--- config.mk ---
export PLATFORM = sky130hd
export DESIGN_NAME = smm_decoder_flat
export DESIGN_NICKNAME = d
export VERILOG_FILES = /design/src/smm_pkg.sv /design/src/smm_link_if.sv /design/src/smm_decoder.sv /design/src/flat_wrapper.sv
export SDC_FILE = /design/constraint.sdc
export NUM_CORES = 1
export LEC_CHECK = 0
export BUFFER_PORTS_ARGS = -buffer_cell sky130_fd_sc_hd__buf_2
export CAP_MARGIN = 40
export CORE_ASPECT_RATIO = 1.75
export CORE_UTILIZATION = 45
export DETAILED_ROUTE_END_ITERATION = 12
export PLACE_DENSITY_LB_ADDON = 0.3
export SYNTH_ARGS = -nofsm -noshare
export SYNTH_HDL_FRONTEND = slang
export SYNTH_SLANG_ARGS = --single-unit
--- constraint.sdc ---
create_clock -name clk -period 2.8 [get_ports clk]
set_clock_uncertainty 0.15 [all_clocks]
set_input_delay 0.28 -clock clk [delete_from_list [all_inputs] [get_ports clk]]
set_output_delay 0.28 -clock clk [all_outputs]
set_load 0.1 [all_outputs]
--- src/smm_pkg.sv ---
// How it works
// both map registers read back what was written
// software writes ones into bits seven and six
// connector one size codes; eleven never written
// connector two code eleven disables whole card
// top 128KB of first megabyte shadows ROM
// split block relocated when enabled, else off
// low split clear: 640KB low, 256KB split
// low split set: 512KB low, 384KB split
// ROM enabled: window reads ROM, writes RAM
// ROM disabled: window reads RAM, writes dropped
// ROM accesses are 16-bit, longer cycle
// parity checked while disable bit is zero
// split start zero only with split disabled
// split start is megabyte number 1 to 15
// split disabled once memory reaches 16MB
// split start is one plus X plus Y
// board memory enabled in aligned 1MB blocks
// split hit between start and start plus size
// video and channel ROM ranges never claimed
package smm_pkg;

  // ----------------------------------------------------------------
  // map registers on the link
  // ----------------------------------------------------------------
  localparam logic [7:0] SMM_REG_CONN2_ADDR = 8'he0;
  localparam logic [7:0] SMM_REG_CONN1_ADDR = 8'he1;
  localparam logic [7:0] SMM_REG_CONN2_RESET = 8'hf0;
  localparam logic [7:0] SMM_REG_CONN1_RESET = 8'hcb;
  localparam int SMM_PAR_DIS_BIT = 0;
  localparam int SMM_ROM_EN_BIT = 1;
  localparam int SMM_LOW512_BIT = 2;
  localparam int SMM_SPLIT_DIS_BIT = 3;
  localparam int SMM_SIZE_LSB = 4;
  localparam int SMM_START_LSB = 0;
  localparam logic [1:0] SMM_SIZE_FIRST_OFF = 2'h1;
  localparam logic [1:0] SMM_SIZE_SECOND_OFF = 2'h2;
  localparam logic [1:0] SMM_SIZE_NONE = 2'h3;

  // ----------------------------------------------------------------
  // address map (24-bit processor address)
  // ----------------------------------------------------------------
  localparam int SMM_ADDR_W = 24;
  localparam int SMM_PHYS_W = 23;
  localparam logic [23:0] SMM_LOW640_TOP = 24'h0a0000;
  localparam logic [23:0] SMM_LOW512_TOP = 24'h080000;
  localparam logic [23:0] SMM_ROM_BASE = 24'h0e0000;
  localparam logic [23:0] SMM_ONE_MB = 24'h100000;
  localparam logic [23:0] SMM_SPLIT640_SIZE = 24'h040000;
  localparam logic [23:0] SMM_SPLIT512_SIZE = 24'h060000;

  // ----------------------------------------------------------------
  // timing
  // ----------------------------------------------------------------
  localparam int SMM_CLK_NS = 40;
  localparam int SMM_ROM_CYCLE_NS = 200;
  localparam int SMM_ROM_CYCLES = (SMM_ROM_CYCLE_NS + SMM_CLK_NS - 1)
                                  / SMM_CLK_NS;

  typedef enum logic [1:0] {
    SMM_HIT_NONE,
    SMM_HIT_RAM,
    SMM_HIT_ROM,
    SMM_HIT_DROP
  } smm_hit_type;

  // ----------------------------------------------------------------
  // controller registers
  // ----------------------------------------------------------------
  localparam logic [3:0] SMM_H_IO_CMD = 4'h0;
  localparam logic [3:0] SMM_H_MEM_ADDR = 4'h1;
  localparam logic [3:0] SMM_H_MEM_CMD = 4'h2;
  localparam logic [3:0] SMM_H_STATUS = 4'h3;
  localparam logic [3:0] SMM_H_RESULT = 4'h4;
  localparam logic [3:0] SMM_H_MASK = 4'h5;
  localparam int SMM_IO_DATA_LSB = 0;
  localparam int SMM_IO_ADDR_LSB = 8;
  localparam int SMM_IO_READ_BIT = 16;
  localparam int SMM_MEM_WE_BIT = 0;
  localparam int SMM_EV_IO = 0;
  localparam int SMM_EV_MEM = 1;
  localparam int SMM_EV_PAR = 2;
  localparam int SMM_RES_HIT_LSB = 8;
  localparam int SMM_RES_BUSY_BIT = 12;
  localparam int SMM_RES_PAR_BIT = 13;

endpackage

--- src/smm_link_if.sv ---
`timescale 1ns/10ps
interface smm_link_if;
  import smm_pkg::*;
  logic io_wr;
  logic io_rd;
  logic [7:0] io_addr;
  logic [7:0] io_wdata;
  logic [7:0] io_rdata;
  logic mem_req;
  logic mem_we;
  logic [SMM_ADDR_W-1:0] mem_addr;
  logic mem_ack;
  smm_hit_type mem_hit;
  logic parity_err;

  modport dev (
    input io_wr, io_rd, io_addr, io_wdata, mem_req, mem_we, mem_addr,
    output io_rdata, mem_ack, mem_hit, parity_err
  );
  modport host (
    output io_wr, io_rd, io_addr, io_wdata, mem_req, mem_we, mem_addr,
    input io_rdata, mem_ack, mem_hit, parity_err
  );
endinterface // smm_link_if

--- src/smm_decoder.sv ---
`timescale 1ns/10ps
module smm_decoder
  import smm_pkg::*;
#(
  parameter int ROM_CYCLES = SMM_ROM_CYCLES
) (
  input wire logic clk,
  input wire logic rst,
  smm_link_if.dev lnk,
  input wire logic parity_fault,
  output logic ram_sel,
  output logic ram_we,
  output logic [SMM_PHYS_W-1:0] ram_phys_addr,
  output logic rom_sel,
  output logic [15:0] rom_word_addr,
  output logic parity_check_en,
  output logic [3:0] blk_enable
);

  // four-bit wait counter, and at least one waiting clock
  if (ROM_CYCLES < 2 || ROM_CYCLES > 15) begin : g_bad_rom_cycles
    $error("ROM_CYCLES must lie in 2..15");
  end

  // ----------------------------------------------------------------
  // helpers
  // ----------------------------------------------------------------
  // lower and upper megabyte enables of one card
  function automatic logic [1:0] smm_card_en(input logic [1:0] code);
    smm_card_en[0] = (code != SMM_SIZE_FIRST_OFF) && (code != SMM_SIZE_NONE);
    smm_card_en[1] = (code != SMM_SIZE_SECOND_OFF) &&
                     (code != SMM_SIZE_NONE);
  endfunction

  // k-th enabled block: {found, physical megabyte}
  function automatic logic [3:0] smm_pick(input logic [3:0] en,
                                          input logic [3:0] k);
    logic [3:0] r;
    logic [3:0] n;
    r = 4'h0;
    n = 4'h0;
    for (int i = 0; i < 4; i++) begin
      if (en[i]) begin
        if (n == k) begin
          r = {1'b1, 3'(i + 1)};
        end
        n = n + 4'h1;
      end
    end
    return r;
  endfunction

  // ----------------------------------------------------------------
  // map registers
  // ----------------------------------------------------------------
  logic [7:0] conn1_reg;
  logic [7:0] conn2_reg;
  logic [7:0] conn1_next;
  logic [7:0] io_rdata_reg;

  always_comb begin
    conn1_next = conn1_reg;
    if (lnk.io_wr && lnk.io_addr == SMM_REG_CONN1_ADDR) begin
      conn1_next = lnk.io_wdata;
    end
  end

  always_ff @(posedge clk or posedge rst) begin
    if (rst) begin
      conn1_reg <= SMM_REG_CONN1_RESET;
      conn2_reg <= SMM_REG_CONN2_RESET;
    end else begin
      conn1_reg <= conn1_next;
      if (lnk.io_wr && lnk.io_addr == SMM_REG_CONN2_ADDR) begin
        conn2_reg <= lnk.io_wdata;
      end
    end
  end

  // all eight bits stored, reserved ones included, so read-back is exact
  always_ff @(posedge clk or posedge rst) begin
    if (rst) begin
      io_rdata_reg <= 8'h00;
    end else if (lnk.io_rd) begin
      unique case (lnk.io_addr)
        SMM_REG_CONN1_ADDR: io_rdata_reg <= conn1_reg;
        SMM_REG_CONN2_ADDR: io_rdata_reg <= conn2_reg;
        default: io_rdata_reg <= 8'h00;
      endcase
    end else begin
      io_rdata_reg <= 8'h00;
    end
  end

  // ----------------------------------------------------------------
  // configuration fields
  // ----------------------------------------------------------------
  logic rom_window_enable;
  logic split_block_disable;
  logic low512;
  logic [1:0] conn1_code;
  logic [1:0] conn2_code;
  logic [3:0] split_start;
  logic [3:0] blk_en;
  logic [23:0] low_top;
  logic [23:0] split_size;
  logic [23:0] split_base;

  assign rom_window_enable = conn1_reg[SMM_ROM_EN_BIT];
  assign split_block_disable = conn1_reg[SMM_SPLIT_DIS_BIT];
  assign low512 = conn1_reg[SMM_LOW512_BIT];
  assign conn1_code = conn1_reg[SMM_SIZE_LSB +: 2];
  assign conn2_code = conn2_reg[SMM_SIZE_LSB +: 2];
  assign split_start = conn2_reg[SMM_START_LSB +: 4];
  // code 11 on connector one is never written; it decodes as absent
  assign blk_en = {smm_card_en(conn2_code), smm_card_en(conn1_code)};

  assign low_top = low512 ? SMM_LOW512_TOP : SMM_LOW640_TOP;
  assign split_size = low512 ? SMM_SPLIT512_SIZE : SMM_SPLIT640_SIZE;
  assign split_base = {split_start, 20'h00000};

  // ----------------------------------------------------------------
  // address decode
  // ----------------------------------------------------------------
  smm_hit_type hit_next;
  logic [SMM_PHYS_W-1:0] phys_next;
  logic [3:0] pick;
  logic [23:0] a;
  logic [23:0] split_off;

  assign a = lnk.mem_addr;
  assign pick = smm_pick(blk_en, a[23:20] - 4'h1);
  assign split_off = a - split_base;

  always_comb begin
    hit_next = SMM_HIT_NONE;
    phys_next = '0;
    if (a < low_top) begin
      hit_next = SMM_HIT_RAM;
      phys_next = a[SMM_PHYS_W-1:0];
    end else if (a >= SMM_ROM_BASE && a < SMM_ONE_MB) begin
      // window always backed by the top 128KB of the first megabyte
      phys_next = a[SMM_PHYS_W-1:0];
      if (rom_window_enable) begin
        hit_next = lnk.mem_we ? SMM_HIT_RAM : SMM_HIT_ROM;
      end else begin
        hit_next = lnk.mem_we ? SMM_HIT_DROP : SMM_HIT_RAM;
      end
    end else if (a < SMM_ONE_MB) begin
      hit_next = SMM_HIT_NONE;
    end else if (!split_block_disable && a >= split_base &&
                 split_off < split_size) begin
      // split block sits in the first megabyte just above low RAM
      hit_next = SMM_HIT_RAM;
      phys_next = SMM_PHYS_W'(low_top + split_off);
    end else if (pick[3]) begin
      hit_next = SMM_HIT_RAM;
      phys_next = {pick[2:0], a[19:0]};
    end
  end

  // ----------------------------------------------------------------
  // cycle sequencing
  // ----------------------------------------------------------------
  typedef enum logic {
    SMM_IDLE,
    SMM_ROM_BUSY
  } smm_dev_state_type;

  smm_dev_state_type state_reg;
  logic [3:0] rom_cnt_reg;
  logic ack_reg;
  smm_hit_type hit_reg;
  logic ram_sel_reg;
  logic ram_we_reg;
  logic [SMM_PHYS_W-1:0] phys_reg;
  logic rom_sel_reg;
  logic [15:0] rom_addr_reg;

  // ROM is slow and narrow; it holds the cycle for ROM_CYCLES clocks
  always_ff @(posedge clk or posedge rst) begin
    if (rst) begin
      state_reg <= SMM_IDLE;
      rom_cnt_reg <= 4'h0;
      ack_reg <= 1'b0;
      hit_reg <= SMM_HIT_NONE;
      ram_sel_reg <= 1'b0;
      ram_we_reg <= 1'b0;
      phys_reg <= '0;
      rom_sel_reg <= 1'b0;
      rom_addr_reg <= 16'h0000;
    end else begin
      ack_reg <= 1'b0;
      ram_sel_reg <= 1'b0;
      unique case (state_reg)
        SMM_IDLE: begin
          if (lnk.mem_req) begin
            hit_reg <= hit_next;
            phys_reg <= phys_next;
            ram_we_reg <= lnk.mem_we;
            if (hit_next == SMM_HIT_ROM) begin
              state_reg <= SMM_ROM_BUSY;
              rom_sel_reg <= 1'b1;
              rom_addr_reg <= a[16:1];
              rom_cnt_reg <= 4'(ROM_CYCLES - 1);
            end else begin
              ack_reg <= 1'b1;
              ram_sel_reg <= (hit_next == SMM_HIT_RAM);
            end
          end
        end
        SMM_ROM_BUSY: begin
          rom_cnt_reg <= rom_cnt_reg - 4'h1;
          if (rom_cnt_reg == 4'h1) begin
            state_reg <= SMM_IDLE;
            rom_sel_reg <= 1'b0;
            ack_reg <= 1'b1;
          end
        end
      endcase
    end
  end

  // ----------------------------------------------------------------
  // parity latch
  // ----------------------------------------------------------------
  logic parity_err_reg;
  logic check_en_reg;
  logic [3:0] blk_en_reg;

  // a fault never latches during the clear; check_en_reg is low while the disable bit is set
  always_ff @(posedge clk or posedge rst) begin
    if (rst) begin
      parity_err_reg <= 1'b0;
    end else if (parity_fault && check_en_reg) begin
      parity_err_reg <= 1'b1;
    end else if (conn1_reg[SMM_PAR_DIS_BIT]) begin
      parity_err_reg <= 1'b0;
    end
  end

  always_ff @(posedge clk or posedge rst) begin
    if (rst) begin
      check_en_reg <= 1'b0;
      blk_en_reg <= 4'h0;
    end else begin
      check_en_reg <= !conn1_next[SMM_PAR_DIS_BIT];
      blk_en_reg <= blk_en;
    end
  end

  assign lnk.io_rdata = io_rdata_reg;
  assign lnk.mem_ack = ack_reg;
  assign lnk.mem_hit = hit_reg;
  assign lnk.parity_err = parity_err_reg;
  assign ram_sel = ram_sel_reg;
  assign ram_we = ram_we_reg;
  assign ram_phys_addr = phys_reg;
  assign rom_sel = rom_sel_reg;
  assign rom_word_addr = rom_addr_reg;
  assign parity_check_en = check_en_reg;
  assign blk_enable = blk_en_reg;

endmodule // smm_decoder

--- src/flat_wrapper.sv ---
// flat-port wrapper written by rule: the top's interface ports become plain ports
module smm_decoder_flat import smm_pkg::*;
#(
  parameter int ROM_CYCLES = SMM_ROM_CYCLES
)
  (clk, rst, parity_fault, ram_sel, ram_we, ram_phys_addr, rom_sel, rom_word_addr, parity_check_en, blk_enable, lnk_io_wr, lnk_io_rd, lnk_io_addr, lnk_io_wdata, lnk_mem_req, lnk_mem_we, lnk_mem_addr, lnk_io_rdata, lnk_mem_ack, lnk_mem_hit, lnk_parity_err);
  smm_link_if lnk_i ();
  input wire logic clk;
  input wire logic rst;
  input wire logic parity_fault;
  output logic ram_sel;
  output logic ram_we;
  output logic [SMM_PHYS_W-1:0] ram_phys_addr;
  output logic rom_sel;
  output logic [15:0] rom_word_addr;
  output logic parity_check_en;
  output logic [3:0] blk_enable;
  input wire logic [$bits(lnk_i.io_wr)-1:0] lnk_io_wr;
  input wire logic [$bits(lnk_i.io_rd)-1:0] lnk_io_rd;
  input wire logic [$bits(lnk_i.io_addr)-1:0] lnk_io_addr;
  input wire logic [$bits(lnk_i.io_wdata)-1:0] lnk_io_wdata;
  input wire logic [$bits(lnk_i.mem_req)-1:0] lnk_mem_req;
  input wire logic [$bits(lnk_i.mem_we)-1:0] lnk_mem_we;
  input wire logic [$bits(lnk_i.mem_addr)-1:0] lnk_mem_addr;
  output wire logic [$bits(lnk_i.io_rdata)-1:0] lnk_io_rdata;
  output wire logic [$bits(lnk_i.mem_ack)-1:0] lnk_mem_ack;
  output wire logic [$bits(lnk_i.mem_hit)-1:0] lnk_mem_hit;
  output wire logic [$bits(lnk_i.parity_err)-1:0] lnk_parity_err;
  assign lnk_i.io_wr = lnk_io_wr;
  assign lnk_i.io_rd = lnk_io_rd;
  assign lnk_i.io_addr = lnk_io_addr;
  assign lnk_i.io_wdata = lnk_io_wdata;
  assign lnk_i.mem_req = lnk_mem_req;
  assign lnk_i.mem_we = lnk_mem_we;
  assign lnk_i.mem_addr = lnk_mem_addr;
  assign lnk_io_rdata = lnk_i.io_rdata;
  assign lnk_mem_ack = lnk_i.mem_ack;
  assign lnk_mem_hit = lnk_i.mem_hit;
  assign lnk_parity_err = lnk_i.parity_err;
  smm_decoder #(.ROM_CYCLES(ROM_CYCLES)) u_core (.clk(clk), .rst(rst), .lnk(lnk_i), .parity_fault(parity_fault), .ram_sel(ram_sel), .ram_we(ram_we), .ram_phys_addr(ram_phys_addr), .rom_sel(rom_sel), .rom_word_addr(rom_word_addr), .parity_check_en(parity_check_en), .blk_enable(blk_enable));
endmodule
# After elaboration in Yosys (flattened, before gate mapping)
# Cells that the tools add are included.
# totals
in_bits	47
mem_bits_rw	0
mem_bits_ro	0
n_memories	0
wordCells	112
ff_bits	80
latch_bits	0
# op_classes
div	0
n_eq_ne	17
n_mul	0
n_reduce_logical	18
bitwise	1
n_mux	49
addsub	6
shift	0
magnitude_cmp	5
# ops
operator	count
$mux W23	5
$mux W4	12
$mux W18	2
$ge A24 B20 Y1 const B	1
$ge A24 B24 Y1	1
$lt A24 B19 Y1	1
$lt A24 B21 Y1 const B	1
$lt A24 B24 Y1	1
$sub A24 B24 Y24	1
$add A23 B23 Y23	1
$mux W1	17
$eq A8 B8 Y1 const B	2
$pmux W8 S2	1
$mux W2	7
$ne A2 B2 Y1 const B	6
$logic_and A1 B1 Y1	10
$eq A4 B4 Y1	2
$mux W8	1
$pmux W4 S2	1
$sub A4 B1 Y4 const B	2
$ne A2 B1 Y1 const B	3
$pmux W1 S2	3
$reduce_and A3 Y1	2
$add A4 B1 Y4 const B	1
other kinds (10)	12

# Longest topological paths before layout
# Gate-level depths: netlist (run 1).
# depth
word_depth	19
mapped_depth	12
depth_no_buf	10

# Least setup slack after synthesis (run 1)
# Ideal clock, no wire load.
# synth_timing
kind	in2reg
start	input port lnk_mem_addr[20]
end	register u_core.phys_reg[17] (netlist: u_core.ram_phys_addr[17])
path_slack_ns	0.149
t_arrival_ns	2.410
required_time_ns	2.560
path_stages	12
cell_sequence	buf_6 > inv_1 > ha_1 > inv_1 > fa_1 > a21o_1 > a21oi_1 > o21ai_0 > and3_1 > clkbuf_1 > or4b_1 > o221ai_1
# synth_between
elab_chain_len	15
# synth_lines
item	line_no	source
start, declared	flat_wrapper.sv:24	input wire logic [$bits(lnk_i.mem_addr)-1:0] lnk_mem_addr;
parallel branches: the longest is 14 deep, another holds $sub A24 B24 Y24	n/a	
$mux W23 *	smm_decoder.sv:138	if (a < low_top) begin
end signal, assigned	smm_decoder.sv:199	phys_reg <= phys_next;
end, declared	smm_decoder.sv:176	logic [SMM_PHYS_W-1:0] phys_reg;
# Every way passes the cells marked *.
# A chain may end at the register's enable or synchronous reset.

# Worst setup path after layout (run 1)
# layout_timing
start	register u_core.conn2_reg[0]
end	register u_core.phys_reg[17] (netlist: u_core.ram_phys_addr[17])
# layout_between
elab_chain_len	7
# layout_lines
item	line_no	source
start, declared	smm_decoder.sv:57	logic [7:0] conn2_reg;
start signal, assigned	smm_decoder.sv:75	conn2_reg <= lnk.io_wdata;
$sub A24 B24 Y24 or $ge A24 B24 Y1 (tied branches)	smm_decoder.sv:133, smm_decoder.sv:151	
$lt A24 B19 Y1 or $logic_and A1 B1 Y1 (tied branches)	smm_decoder.sv:152, smm_decoder.sv:151	
$logic_and A1 B1 Y1 *	smm_decoder.sv:151	end else if (!split_block_disable && a >= split_base &&
$mux W23 *	smm_decoder.sv:151	
$mux W23 *	smm_decoder.sv:149	end else if (a < SMM_ONE_MB) begin
$mux W23 *	smm_decoder.sv:141	end else if (a >= SMM_ROM_BASE && a < SMM_ONE_MB) begin
$mux W23 *	smm_decoder.sv:138	
# Mark *: on every way between the ends. The rest lies on a longest branch, timed or not.

==> key figures, run 1 <==
Outcome
  • Status: complete, no violations

Critical path
  • Kind of critical path: flip-flop to flip-flop
  • Crit path launch type: flip-flop
  • CP required: 2.89 ns
  • Reg2reg path depth: 9
  • Worst Setup End Kind: flip-flop
  • Critical-path maximum fanout: 8
  • Crit path DAT: 2.76 ns

Yosys
  • Largest family of logic cells by synthesized area: simple AND/OR/NAND/NOR gates
  • Prevailing post-synth register cell: dfrtp_1
  • Post-Synth Adder-Cell Area: 0.0645
  • Synth warn: 0
  • Area contributors post-synth: dfrtp_1, mux2_2, ha_1
  • Post-synth ARST share: 1.00
  • Mapped Area: 0.00399 mm2
  • Synth Area in XOR/XNOR: 0.0216
  • Post-synth EDFFs: 0
  • FF+latch count, synth: 80
  • Simple-gate share of the synthesized area: 0.177
  • Syn_area_per_cell: 11.0 um2
  • Share of the yosys chip area belonging to registers: 0.504
  • Top cell type's share of synthesized area: 0.445
  • Multiplexer area fraction after synthesis: 0.117
  • Most frequent cell after synthesis: dfrtp_1
  • Syn Inst Count: 362
  • Yosys top cell by area: dfrtp_1
  • Syn Nets: 429
  • Synth Area in Compound Gates: 0.0736
  • Unique cell type count in the Yosys netlist: 60
  • Top cells by count, synth: dfrtp_1, nor2_1, inv_1, mux2_2, nor3_1

Drt
  • ANT nets after route: 0
  • DR WL met2: 5090 um
  • Detailed router's first-iteration violation count: 152
  • Vias post-DR: 3,121
  • Routed length on met1: 3550 um
  • Uppermost layer routed: met4
  • Wire length per cell: 15.5 um
  • Metal3 WL: 396 um
  • Drt first pass iters: 4
  • Detailed-route DRC error count: 0
  • DR vias/cell: 5.19
  • DRT Wirelength: 9340 um

STA
  • Fmax: 375 MHz
  • Crit path time final: 2.67 ns
  • Count of final max-slew check failures: 0
  • Max-slew headroom: 0.608
  • Final hold violation count: 0
  • RSZ-0062 raised after global routing: false
  • Slew @ Worst Pin: 0.587 ns
  • Final worst setup slack: 0.130 ns
  • Final Cycle Share: 0.954
  • Setup-failing EPs final: 0
  • TNS Setup: 0 ns

Floorplan
  • Initial Utilization: 0.464
  • # rows: 45
  • CORE AREA: 0.00861 mm2
  • Die Span Y: 127 um
  • Io pins: 106
  • Die ar.: 0.00927 mm2
  • Die span in x: 73.2 um

Power
  • LEAKAGE: 2.57 nW
  • Register share of total power: 0.387
  • Net switching fraction of the power: 0.323
  • Cell area power density: 640 mW/mm2
  • Max VDD drop: 0.394 mV
  • Gate power share: 0.226
  • Clock power share: 0.387
  • Sw power: 0.00105 W
  • Pint: 0.00219 W

Global route
  • First-pass GRT wire length: 15,200 um
  • Grt ovf: 0
  • Initial antenna violation count: 1
  • GR Util All Layers: 0.216
  • Largest net degree at the start of global routing: 81
  • Vias in the first global route: 3,268

CTS
  • CTS Buf Count: 9
  • Clk slew on worst S/H paths: 0.06 ns
  • CTS root buffer: clkbuf_16
  • TritonCTS clock tree: yes
  • Longest Clk Path Bufs: 2
  • CTS Sinks: 80
  • Clk_lat worst skew: 0.33 ns
  • Htree depth: 3

Final layout
  • Layout fillers: 754
  • Net count, final: 545
  • Max reg flops: 23
  • Layout cells sized above 1: 0.400
  • Syn-to-layout area delta: 26.8%

Place
  • Number of port buffers: 105
  • Setup WS pre-CTS: 0.0458 ns
  • Hpwl dp: 6940 um
  • RePlAce Congestion: 0.849

Hold path
  • Min-Delay Path Class: primary input to flip-flop
  • Hold Crit Depth: 2

Job
  • Count of maximum capacitance violations: 0
repair_timing:
action,in CTS,in global routing
setup buffers,0,1
hold buffers,1,0
endpoints found under the setup margin,0,22
resized for setup,0,10
endpoints found under the hold margin,71,0
kinds of logic after synthesis:
kind of cell | Yosys count
simple gates | 134
buf+inv | 35
compound gates | 44
xor+xnor | 9
mux | 40
flops | 80
fa+ha+maj | 20
cells in the final DEF, fill, tap and decap left out, types with 2 or more instances in the layout:
| cell type | n |
|---|---|
| a21oi_1 | 11 |
| a31oi_1 | 2 |
| and3_1 | 3 |
| and3_2 | 2 |
| buf_2 | 105 |
| buf_4 | 9 |
| bufinv_16 | 2 |
| clkbuf_16 | 9 |
| clkinv_2 | 2 |
| clkinvlp_4 | 2 |
| dfrtp_1 | 71 |
| dfstp_2 | 9 |
| ha_1 | 19 |
| inv_1 | 22 |
| mux2_2 | 23 |
| mux2_4 | 8 |
| mux2i_1 | 9 |
| nand2_1 | 19 |
| nand2b_1 | 2 |
| nand3_1 | 4 |
| nand3b_1 | 2 |
| nand4_1 | 3 |
| nand4b_1 | 2 |
| nor2_1 | 51 |
| nor3_1 | 19 |
| nor3b_1 | 2 |
| nor4_1 | 5 |
| nor4b_1 | 2 |
| o211ai_1 | 3 |
| o21ai_0 | 11 |
| o21bai_1 | 2 |
| xnor2_1 | 5 |
| xnor2_2 | 2 |
| xor2_1 | 2 |
worst max-delay path, cell delays in order (launching register included):
cell and delay, ns:
dfrtp_1 0.38, ha_1 0.17, inv_1 0.05, fa_1 0.41
a21o_1 0.18, a21oi_1 0.13, o21ai_0 0.11, and3_2 0.24
or4b_4 0.55, o221ai_2 0.20
layer usage:
metal | global-route usage | vias to the layer above
met1 | 0.226 | 1506
met3 | 0.0381 | 23
met2 | 0.393 | 92
met4 | 0.119 | 0
met5 | 0 | -
li1 | - | 1500
power by group through the flow:
stage / clock network (W) / logic [W] / registers, W
global route: 0.00133 / 0.000777 / 0.00126
detailed placement: 0 / 0.000720 / 0.00127
global placement: 0 / 0.000710 / 0.00127
CTS: 0.00128 / 0.000723 / 0.00125
floorplan: 0 / 0.000199 / 0.00162
finish: 0.00125 / 0.000732 / 0.00125
path summary, 6_finish.rpt:
kind,to,slack [ns],from
worst max register to register,u_core.ram_phys_addr[17],0.13,u_core.conn2_reg[0]
max in group asynchronous,u_core.conn2_reg[7],1.70,rst
min in group asynchronous,u_core.blk_enable[1],0.39,rst
worst min-delay path,u_core.parity_check_en,0.006,lnk_io_wdata[0]
worst max-delay path,u_core.ram_phys_addr[17],0.13,u_core.conn2_reg[0]
worst min register to register,u_core.lnk.mem_hit[1],0.33,u_core.lnk.mem_hit[1]
per-stage QoR:
| step | utilization | hold slack (ns) | cells | total power, W | instance area, um2 |
|---|---|---|---|---|---|
| 6_report | 0.588 | 0.00589 | 601 | 0.00324 | 5060 |
| 4_1_cts | 0.582 | 0.00102 | 599 | 0.00326 | 5010 |
| 5_1_grt | 0.588 | 0.0204 | 601 | 0.00336 | 5060 |
| 2_1_floorplan | - | 0.240 | 362 | 0.00182 | 3990 |
| 3_3_place_gp | 0.543 | 0.238 | 582 | 0.00198 | 4680 |
| 3_5_place_dp | 0.543 | 0.253 | 582 | 0.00199 | 4680 |
final cells by class:
class	instances	area [um2]	area share
sequential	80	2010	0.398
multi-input combinational	247	1860	0.367
timing repair buffer	117	634	0.125
clock buffer	11	243	0.0479
tap	117	146	0.0289
inverter	23	87.6	0.0173
clock inverter	5	80.1	0.0158
antenna	1	2.50	0.000494
Note: power is estimated with default switching activity, not from simulation.
==> run 2: changes to the inputs <==
--- a/config.mk
+++ b/config.mk
@@ -10,7 +10,10 @@
 export CORE_ASPECT_RATIO = 1.75
 export CORE_UTILIZATION = 45
 export DETAILED_ROUTE_END_ITERATION = 12
+export GPL_TIMING_DRIVEN = 1
 export PLACE_DENSITY_LB_ADDON = 0.3
+export REMOVE_ABC_BUFFERS = 1
+export SETUP_SLACK_MARGIN = 0.1
 export SYNTH_ARGS = -nofsm -noshare
 export SYNTH_HDL_FRONTEND = slang
 export SYNTH_SLANG_ARGS = --single-unit
==> run 2 against run 1 <==
  * Worst setup slack improved by 0.070 ns
  * Non-clock buffer count is 15 higher
  * Total power is 1.6% lower
  * Sequential power barely moved
  * Die area did not move
  * Flip-flop and latch count is the same
  * Cell count grew 2.3%
==> key figures, run 2 (synthesis gave the netlist of run 1 again) <==
Critical path
  • FF-to-FF Start: u_core.conn2_reg[0] (unchanged)
  • R2r endpoint: u_core.ram_phys_addr[0] (was u_core.ram_phys_addr[17])
  • Critical-path maximum fanout: 10 (was 8)
  • CP required: 2.90 ns (was 2.89 ns)
  • Crit path DAT: 2.70 ns (was 2.76 ns)
  • Kind of critical path: flip-flop to flip-flop (unchanged)
  • Crit path launch type: flip-flop (unchanged)
  • Reg2reg path depth: 10 (was 9)
  • Worst Setup End Kind: flip-flop (unchanged)
  • R2R Setup Slk: 0.20 ns (was 0.13 ns)

Floorplan
  • Die span in x: 73.2 um (unchanged)
  • Die Span Y: 127 um (unchanged)
  • # rows: 45 (unchanged)
  • Die ar.: 0.00927 mm2 (unchanged)
  • Initial Utilization: 0.464 (unchanged)
  • Io pins: 106 (unchanged)
  • CORE AREA: 0.00861 mm2 (unchanged)

Final layout
  • Layout cells sized above 1: 0.414 (was 0.400)
  • Final core utilization: 0.599 (was 0.588)
  • Syn-to-layout area delta: 29.3% (was 26.8%)
  • Seq. cell area: 0.00201 mm2 (unchanged)
  • Layout fillers: 762 (was 754)
  • Net count, final: 560 (was 545)
  • Multi-input logic area: 0.00185 mm2 (was 0.00186 mm2)
  • Ant. Diodes: 0 (was 1)
  • Max reg flops: 23 (unchanged)
  • Highest-count cells in the layout ignoring fill and taps: buf_2, dfrtp_1, nor2_1 (unchanged)
  • Design area: 0.00516 mm2 (was 0.00506 mm2)
  • Commonest non-fill, non-tap cell in the layout: buf_2 (unchanged)

Global route
  • GR Util All Layers: 0.212 (was 0.216)
  • Initial antenna violation count: 0 (was 1)
  • Grt ovf: 0 (unchanged)
  • First-pass GRT wire length: 15,100 um (was 15,200 um)
  • Largest net degree at the start of global routing: 81 (unchanged)
  • Vias in the first global route: 3,370 (was 3,268)

STA
  • Final Cycle Share: 0.929 (was 0.954)
  • Fmax: 385 MHz (was 375 MHz)
  • TNS Setup: 0 ns (unchanged)
  • Count of final max-slew check failures: 0 (unchanged)
  • Final hold violation count: 0 (unchanged)
  • Max-slew headroom: 0.561 (was 0.608)
  • Crit path time final: 2.60 ns (was 2.67 ns)
  • Slew @ Worst Pin: 0.650 ns (was 0.587 ns)
  • RSZ-0062 raised after global routing: true (was false)
  • Setup-failing EPs final: 0 (unchanged)

CTS
  • Clk_lat worst skew: 0.33 ns (about the same)
  • CTS Buf Count: 9 (unchanged)
  • Clk slew on worst S/H paths: 0.06 ns (about the same)
  • Longest Clk Path Bufs: 2 (unchanged)
  • TritonCTS clock tree: yes (unchanged)
  • CTS root buffer: clkbuf_16 (unchanged)
  • Htree depth: 3 (unchanged)
  • CTS Sinks: 80 (unchanged)

Power
  • Cell area power density: 617 mW/mm2 (was 640 mW/mm2)
  • Max VDD drop: 0.407 mV (was 0.394 mV)
  • LEAKAGE: 2.63 nW (was 2.57 nW)

Drt
  • DRT Wirelength: 9150 um (was 9340 um)
  • Wire length per cell: 14.9 um (was 15.5 um)
  • ANT nets after route: 0 (unchanged)
  • Detailed-route DRC error count: 0 (unchanged)
  • Vias post-DR: 3,231 (was 3,121)
  • Detailed router's first-iteration violation count: 130 (was 152)
  • Drt first pass iters: 5 (was 4)
  • DR vias/cell: 5.25 (was 5.19)

Hold path
  • Min-delay src: lnk_io_wdata[0] (unchanged)
  • Min-Delay Path Class: primary input to flip-flop (unchanged)
  • Hold Path End: u_core.parity_check_en (unchanged)
  • Hold Crit Depth: 2 (unchanged)

Outcome
  • Status: complete, no violations (unchanged)

Job
  • Count of maximum capacitance violations: 0 (unchanged)

Place
  • Post-place instance area: 0.00476 mm2 (was 0.00468 mm2)
  • RePlAce Congestion: 0.851 (was 0.849)
  • Hpwl dp: 6830 um (was 6940 um)
  • Number of port buffers: 105 (unchanged)
run 2: metal layers:
layer	up-vias	GRT usage	part of all wire
met2	102	0.388	0.53
met4	0	0.115	0.035
li1	1534	-	-
met5	-	0	0
met3	25	0.0461	0.049
met1	1570	0.215	0.38
run 2: worst max-delay path, stage by stage, from the launching register on:
cell      delay [ns]
dfrtp_1         0.40
ha_1            0.20
inv_1           0.08
fa_2            0.43
nor4b_2         0.31
o21ai_1         0.12
nor2_1          0.15
a41o_1          0.26
a211oi_4        0.06
buf_6           0.18
nor3_1          0.18
run 2: area by class of cell:
cell class | count | area share
clock inverter | 4 | 0.00994
clock buffer | 12 | 0.0497
inverter | 23 | 0.0170
sequential | 80 | 0.390
multi-input combinational | 247 | 0.359
tap | 117 | 0.0284
timing repair buffer | 132 | 0.146
run 2: worst max path at each step:
stage | end | slack, ns | from
after floorplan | u_core.ram_phys_addr[0] | 0.08 | u_core.conn1_reg[4]
after global placement | u_core.ram_phys_addr[10] | -0.27 | lnk_mem_addr[20]
after detailed placement | u_core.ram_phys_addr[14] | -0.1 | lnk_mem_addr[20]
after CTS | u_core.ram_phys_addr[14] | 0.09 | u_core.conn2_reg[0]
after global routing | u_core.ram_phys_addr[16] | 0.05 | u_core.conn2_reg[0]
final | u_core.ram_phys_addr[0] | 0.20 | u_core.conn2_reg[0]
run 2: what timing repair did:
action,in CTS,in global routing
buffers inserted,1,3
gates resized for setup,3,10
setup endpoints to repair,14,24
hold buffers,2,0
pin swaps,1,4
gates cloned,0,0
hold endpoints to repair,72,0
run 2: stage by stage:
stage	worst slack, ns	total power [W]	cells	hold slack [ns]
floorplan	0.0772	0.00181	350	0.240
global placement	-0.273	0.00199	592	0.243
detailed placement	-0.0976	0.00200	593	0.252
CTS	0.0860	0.00321	612	0.00747
global route	0.0465	0.00332	615	0.0375
finish	0.200	0.00319	615	0.0122
run 2: power by group:
part	switching (W)	total [W]	internal [W]
sequential	0.0000308	0.00125	0.00122
combinational	0.000564	0.000749	0.000186
clock	0.000445	0.00119	0.000740
==> run 3: changes to the inputs <==
--- a/config.mk
+++ b/config.mk
@@ -11,7 +11,7 @@
 export CORE_UTILIZATION = 45
 export DETAILED_ROUTE_END_ITERATION = 12
 export GPL_TIMING_DRIVEN = 1
-export PLACE_DENSITY_LB_ADDON = 0.3
+export PLACE_DENSITY = 0.73
 export REMOVE_ABC_BUFFERS = 1
 export SETUP_SLACK_MARGIN = 0.1
 export SYNTH_ARGS = -nofsm -noshare
==> run 3 against run 2 <==
  * Total power is 2.1% lower
  * Global-route usage is 0.18 points higher
  * Design area is 0.22% lower
  * Die area stayed put
  * Worst hold slack worse by 0.0042 ns
  * Largest cell class unchanged
  * Sequential power hardly changed
  * Cell count stayed put
  * Maximum frequency is 0.14% higher
  * Sequential share of layout area is 0.085 points higher
  * Combinational power hardly changed
  * Core utilization is 0.13 points lower
==> key figures, run 3 (synthesis gave the netlist of run 1 again) <==
Power
  • Net switching fraction of the power: 0.333 (was 0.326)
  • Pint: 0.00208 W (was 0.00215 W)
  • Gate power share: 0.241 (was 0.235)
  • Clock power share: 0.357 (was 0.372)
  • Design Power: 0.00312 W (was 0.00319 W)
  • Cell area power density: 605 mW/mm2 (was 617 mW/mm2)
  • Sw power: 0.00104 W (about the same)
  • Register share of total power: 0.402 (was 0.393)
  • Max VDD drop: 0.374 mV (was 0.407 mV)
  • LEAKAGE: 2.63 nW (about the same)

Final layout
  • Ant. Diodes: 0 (unchanged)
  • Syn-to-layout area delta: 29.0% (was 29.3%)
  • Final core utilization: 0.598 (was 0.599)
  • Max reg flops: 23 (unchanged)
  • Highest-count cells in the layout ignoring fill and taps: buf_2, dfrtp_1, nor2_1 (unchanged)
  • Layout cells sized above 1: 0.416 (was 0.414)
  • Commonest non-fill, non-tap cell in the layout: buf_2 (unchanged)
  • Net count, final: 560 (unchanged)

STA
  • Setup-failing EPs final: 0 (unchanged)
  • Fmax: 385 MHz (about the same)
  • Final worst setup slack: 0.203 ns (was 0.200 ns)
  • RSZ-0062 raised after global routing: true (unchanged)
  • Final Cycle Share: 0.927 (was 0.929)
  • Crit path time final: 2.60 ns (about the same)
  • Count of final max-slew check failures: 0 (unchanged)
  • Slew @ Worst Pin: 0.694 ns (was 0.650 ns)
  • Max-slew headroom: 0.537 (was 0.561)
  • WHS: 0.00799 ns (was 0.0122 ns)
  • Final hold violation count: 0 (unchanged)

Drt
  • DRT Wirelength: 9430 um (was 9150 um)
  • Detailed router's first-iteration violation count: 125 (was 130)
  • Detailed-route DRC error count: 0 (unchanged)
  • Wire length per cell: 15.3 um (was 14.9 um)
  • DR vias/cell: 5.20 (was 5.25)
  • Vias post-DR: 3,201 (was 3,231)
  • Drt first pass iters: 4 (was 5)
  • ANT nets after route: 0 (unchanged)

Floorplan
  • # rows: 45 (unchanged)
  • Die ar.: 0.00927 mm2 (unchanged)
  • Io pins: 106 (unchanged)
  • Die Span Y: 127 um (unchanged)
  • Die span in x: 73.2 um (unchanged)
  • CORE AREA: 0.00861 mm2 (unchanged)
  • Initial Utilization: 0.464 (unchanged)

CTS
  • Clk_lat worst skew: 0.33 ns (about the same)
  • Longest Clk Path Bufs: 2 (unchanged)
  • CTS Buf Count: 9 (unchanged)
  • TritonCTS clock tree: yes (unchanged)
  • Clk slew on worst S/H paths: 0.06 ns (about the same)
  • CTS Sinks: 80 (unchanged)
  • CTS root buffer: clkbuf_16 (unchanged)
  • Htree depth: 3 (unchanged)

Critical path
  • Crit-path max cell delay: 0.52 ns (was 0.43 ns)
  • R2R Setup Slk: 0.20 ns (about the same)
  • Crit path DAT: 2.70 ns (about the same)
  • Crit path launch type: flip-flop (unchanged)
  • FF-to-FF Start: u_core.conn1_reg[4] (was u_core.conn2_reg[0])
  • Reg2reg path depth: 8 (was 10)
  • Kind of critical path: flip-flop to flip-flop (unchanged)
  • Worst-path cell chain: inv_1 > ha_1 > xnor2_1 > o311ai_0 > o21ai_1 > o31ai_4 > or4b_4 > o221ai_2 (was ha_1 > inv_1 > fa_2 > nor4b_2 > o21ai_1 > nor2_1 > a41o_1 > a211oi_4 > buf_6 > nor3_1)
  • CP max stage cell: or4b_4 (was fa_2)
  • CP required: 2.90 ns (about the same)
  • Worst Setup End Kind: flip-flop (unchanged)
  • Critical-path maximum fanout: 3 (was 10)
  • Bufs and invs on worst path: 1 (was 2)
  • R2r endpoint: u_core.ram_phys_addr[17] (was u_core.ram_phys_addr[0])
  • CP top delay family: compound AO/OA/AOI/OAI gates (was simple AND/OR/NAND/NOR gates)

Hold path
  • Min-delay src: parity_fault (was lnk_io_wdata[0])
  • Hold Path End: u_core.lnk.parity_err (was u_core.parity_check_en)
  • Hold Crit Depth: 3 (was 2)
  • Min-Delay Path Class: primary input to flip-flop (unchanged)

Place
  • Setup WS pre-CTS: -0.220 ns (was -0.0976 ns)
  • Number of port buffers: 105 (unchanged)
  • RePlAce Congestion: 0.884 (was 0.851)
  • Hpwl dp: 7250 um (was 6830 um)

Global route
  • Initial antenna violation count: 0 (unchanged)
  • Vias in the first global route: 3,300 (was 3,370)
  • First-pass GRT wire length: 15,000 um (was 15,100 um)
  • Grt ovf: 0 (unchanged)
  • GR Util All Layers: 0.214 (was 0.212)
  • Largest net degree at the start of global routing: 42 (was 81)

Job
  • Count of maximum capacitance violations: 0 (unchanged)

Outcome
  • Status: complete, no violations (unchanged)
run 3: changes by cell type in the layout (fill, tap and decap cells not counted), sizes merged:
cell         change
dlygate4sd3      -1
bufinv           -1
clkinv           +1
buf              +1
run 3: metal layers:
layer  track usage  part of all wire  vias up
met5             0                 0        -
met4         0.121             0.034        0
met3        0.0397             0.044       24
met2         0.388              0.55       99
met1         0.222              0.37     1549
li1              -                 -     1529
run 3: power by group through the flow:
stage | clock network [W] | registers, W | logic, W
floorplan | 0 | 0.00162 | 0.000187
global placement | 0 | 0.00127 | 0.000723
detailed placement | 0 | 0.00128 | 0.000734
CTS | 0.00114 | 0.00125 | 0.000745
global route | 0.00118 | 0.00126 | 0.000796
finish | 0.00111 | 0.00125 | 0.000752
run 3: area by class of cell:
class,count,area [um2]
clock inverter,4,26.3
sequential,80,2010
fill,743,3460
timing repair buffer,132,751
tap,117,146
multi-input combinational,247,1860
clock buffer,12,267
inverter,23,87.6
run 3: worst max-delay path by stage:
| stage | startpoint | endpoint | cells after the start |
|---|---|---|---|
| 2_1_floorplan | u_core.conn1_reg[4] | u_core.ram_phys_addr[0] | 8 |
| 3_3_place_gp | lnk_mem_addr[20] | u_core.ram_phys_addr[9] | 11 |
| 3_5_place_dp | lnk_mem_addr[20] | u_core.ram_phys_addr[14] | 12 |
| 4_1_cts | u_core.conn1_reg[4] | u_core.ram_phys_addr[17] | 8 |
| 5_1_grt | u_core.conn2_reg[0] | u_core.ram_phys_addr[14] | 10 |
| 6_report | u_core.conn1_reg[4] | u_core.ram_phys_addr[17] | 8 |
run 3: what timing repair did:
item,CTS,global route
hold buffers,1,0
gates resized for setup,6,8
pin swaps,2,3
endpoints found under the setup margin,21,21
endpoints found under the hold margin,39,0
setup buffers,1,4
run 3: stage by stage:
| step | setup TNS, ns | cells | area [um2] |
|---|---|---|---|
| floorplan | 0 | 350 | 3920 |
| global placement | -5.83 | 592 | 4750 |
| detailed placement | -2.34 | 593 | 4760 |
| CTS | 0 | 611 | 5090 |
| global route | -0.0108 | 615 | 5150 |
| finish | 0 | 615 | 5150 |
run 3: worst min-delay path: stages:
cell and delay (ns):
buf_2 0.07, nand2_1 0.04, o21ai_0 0.06
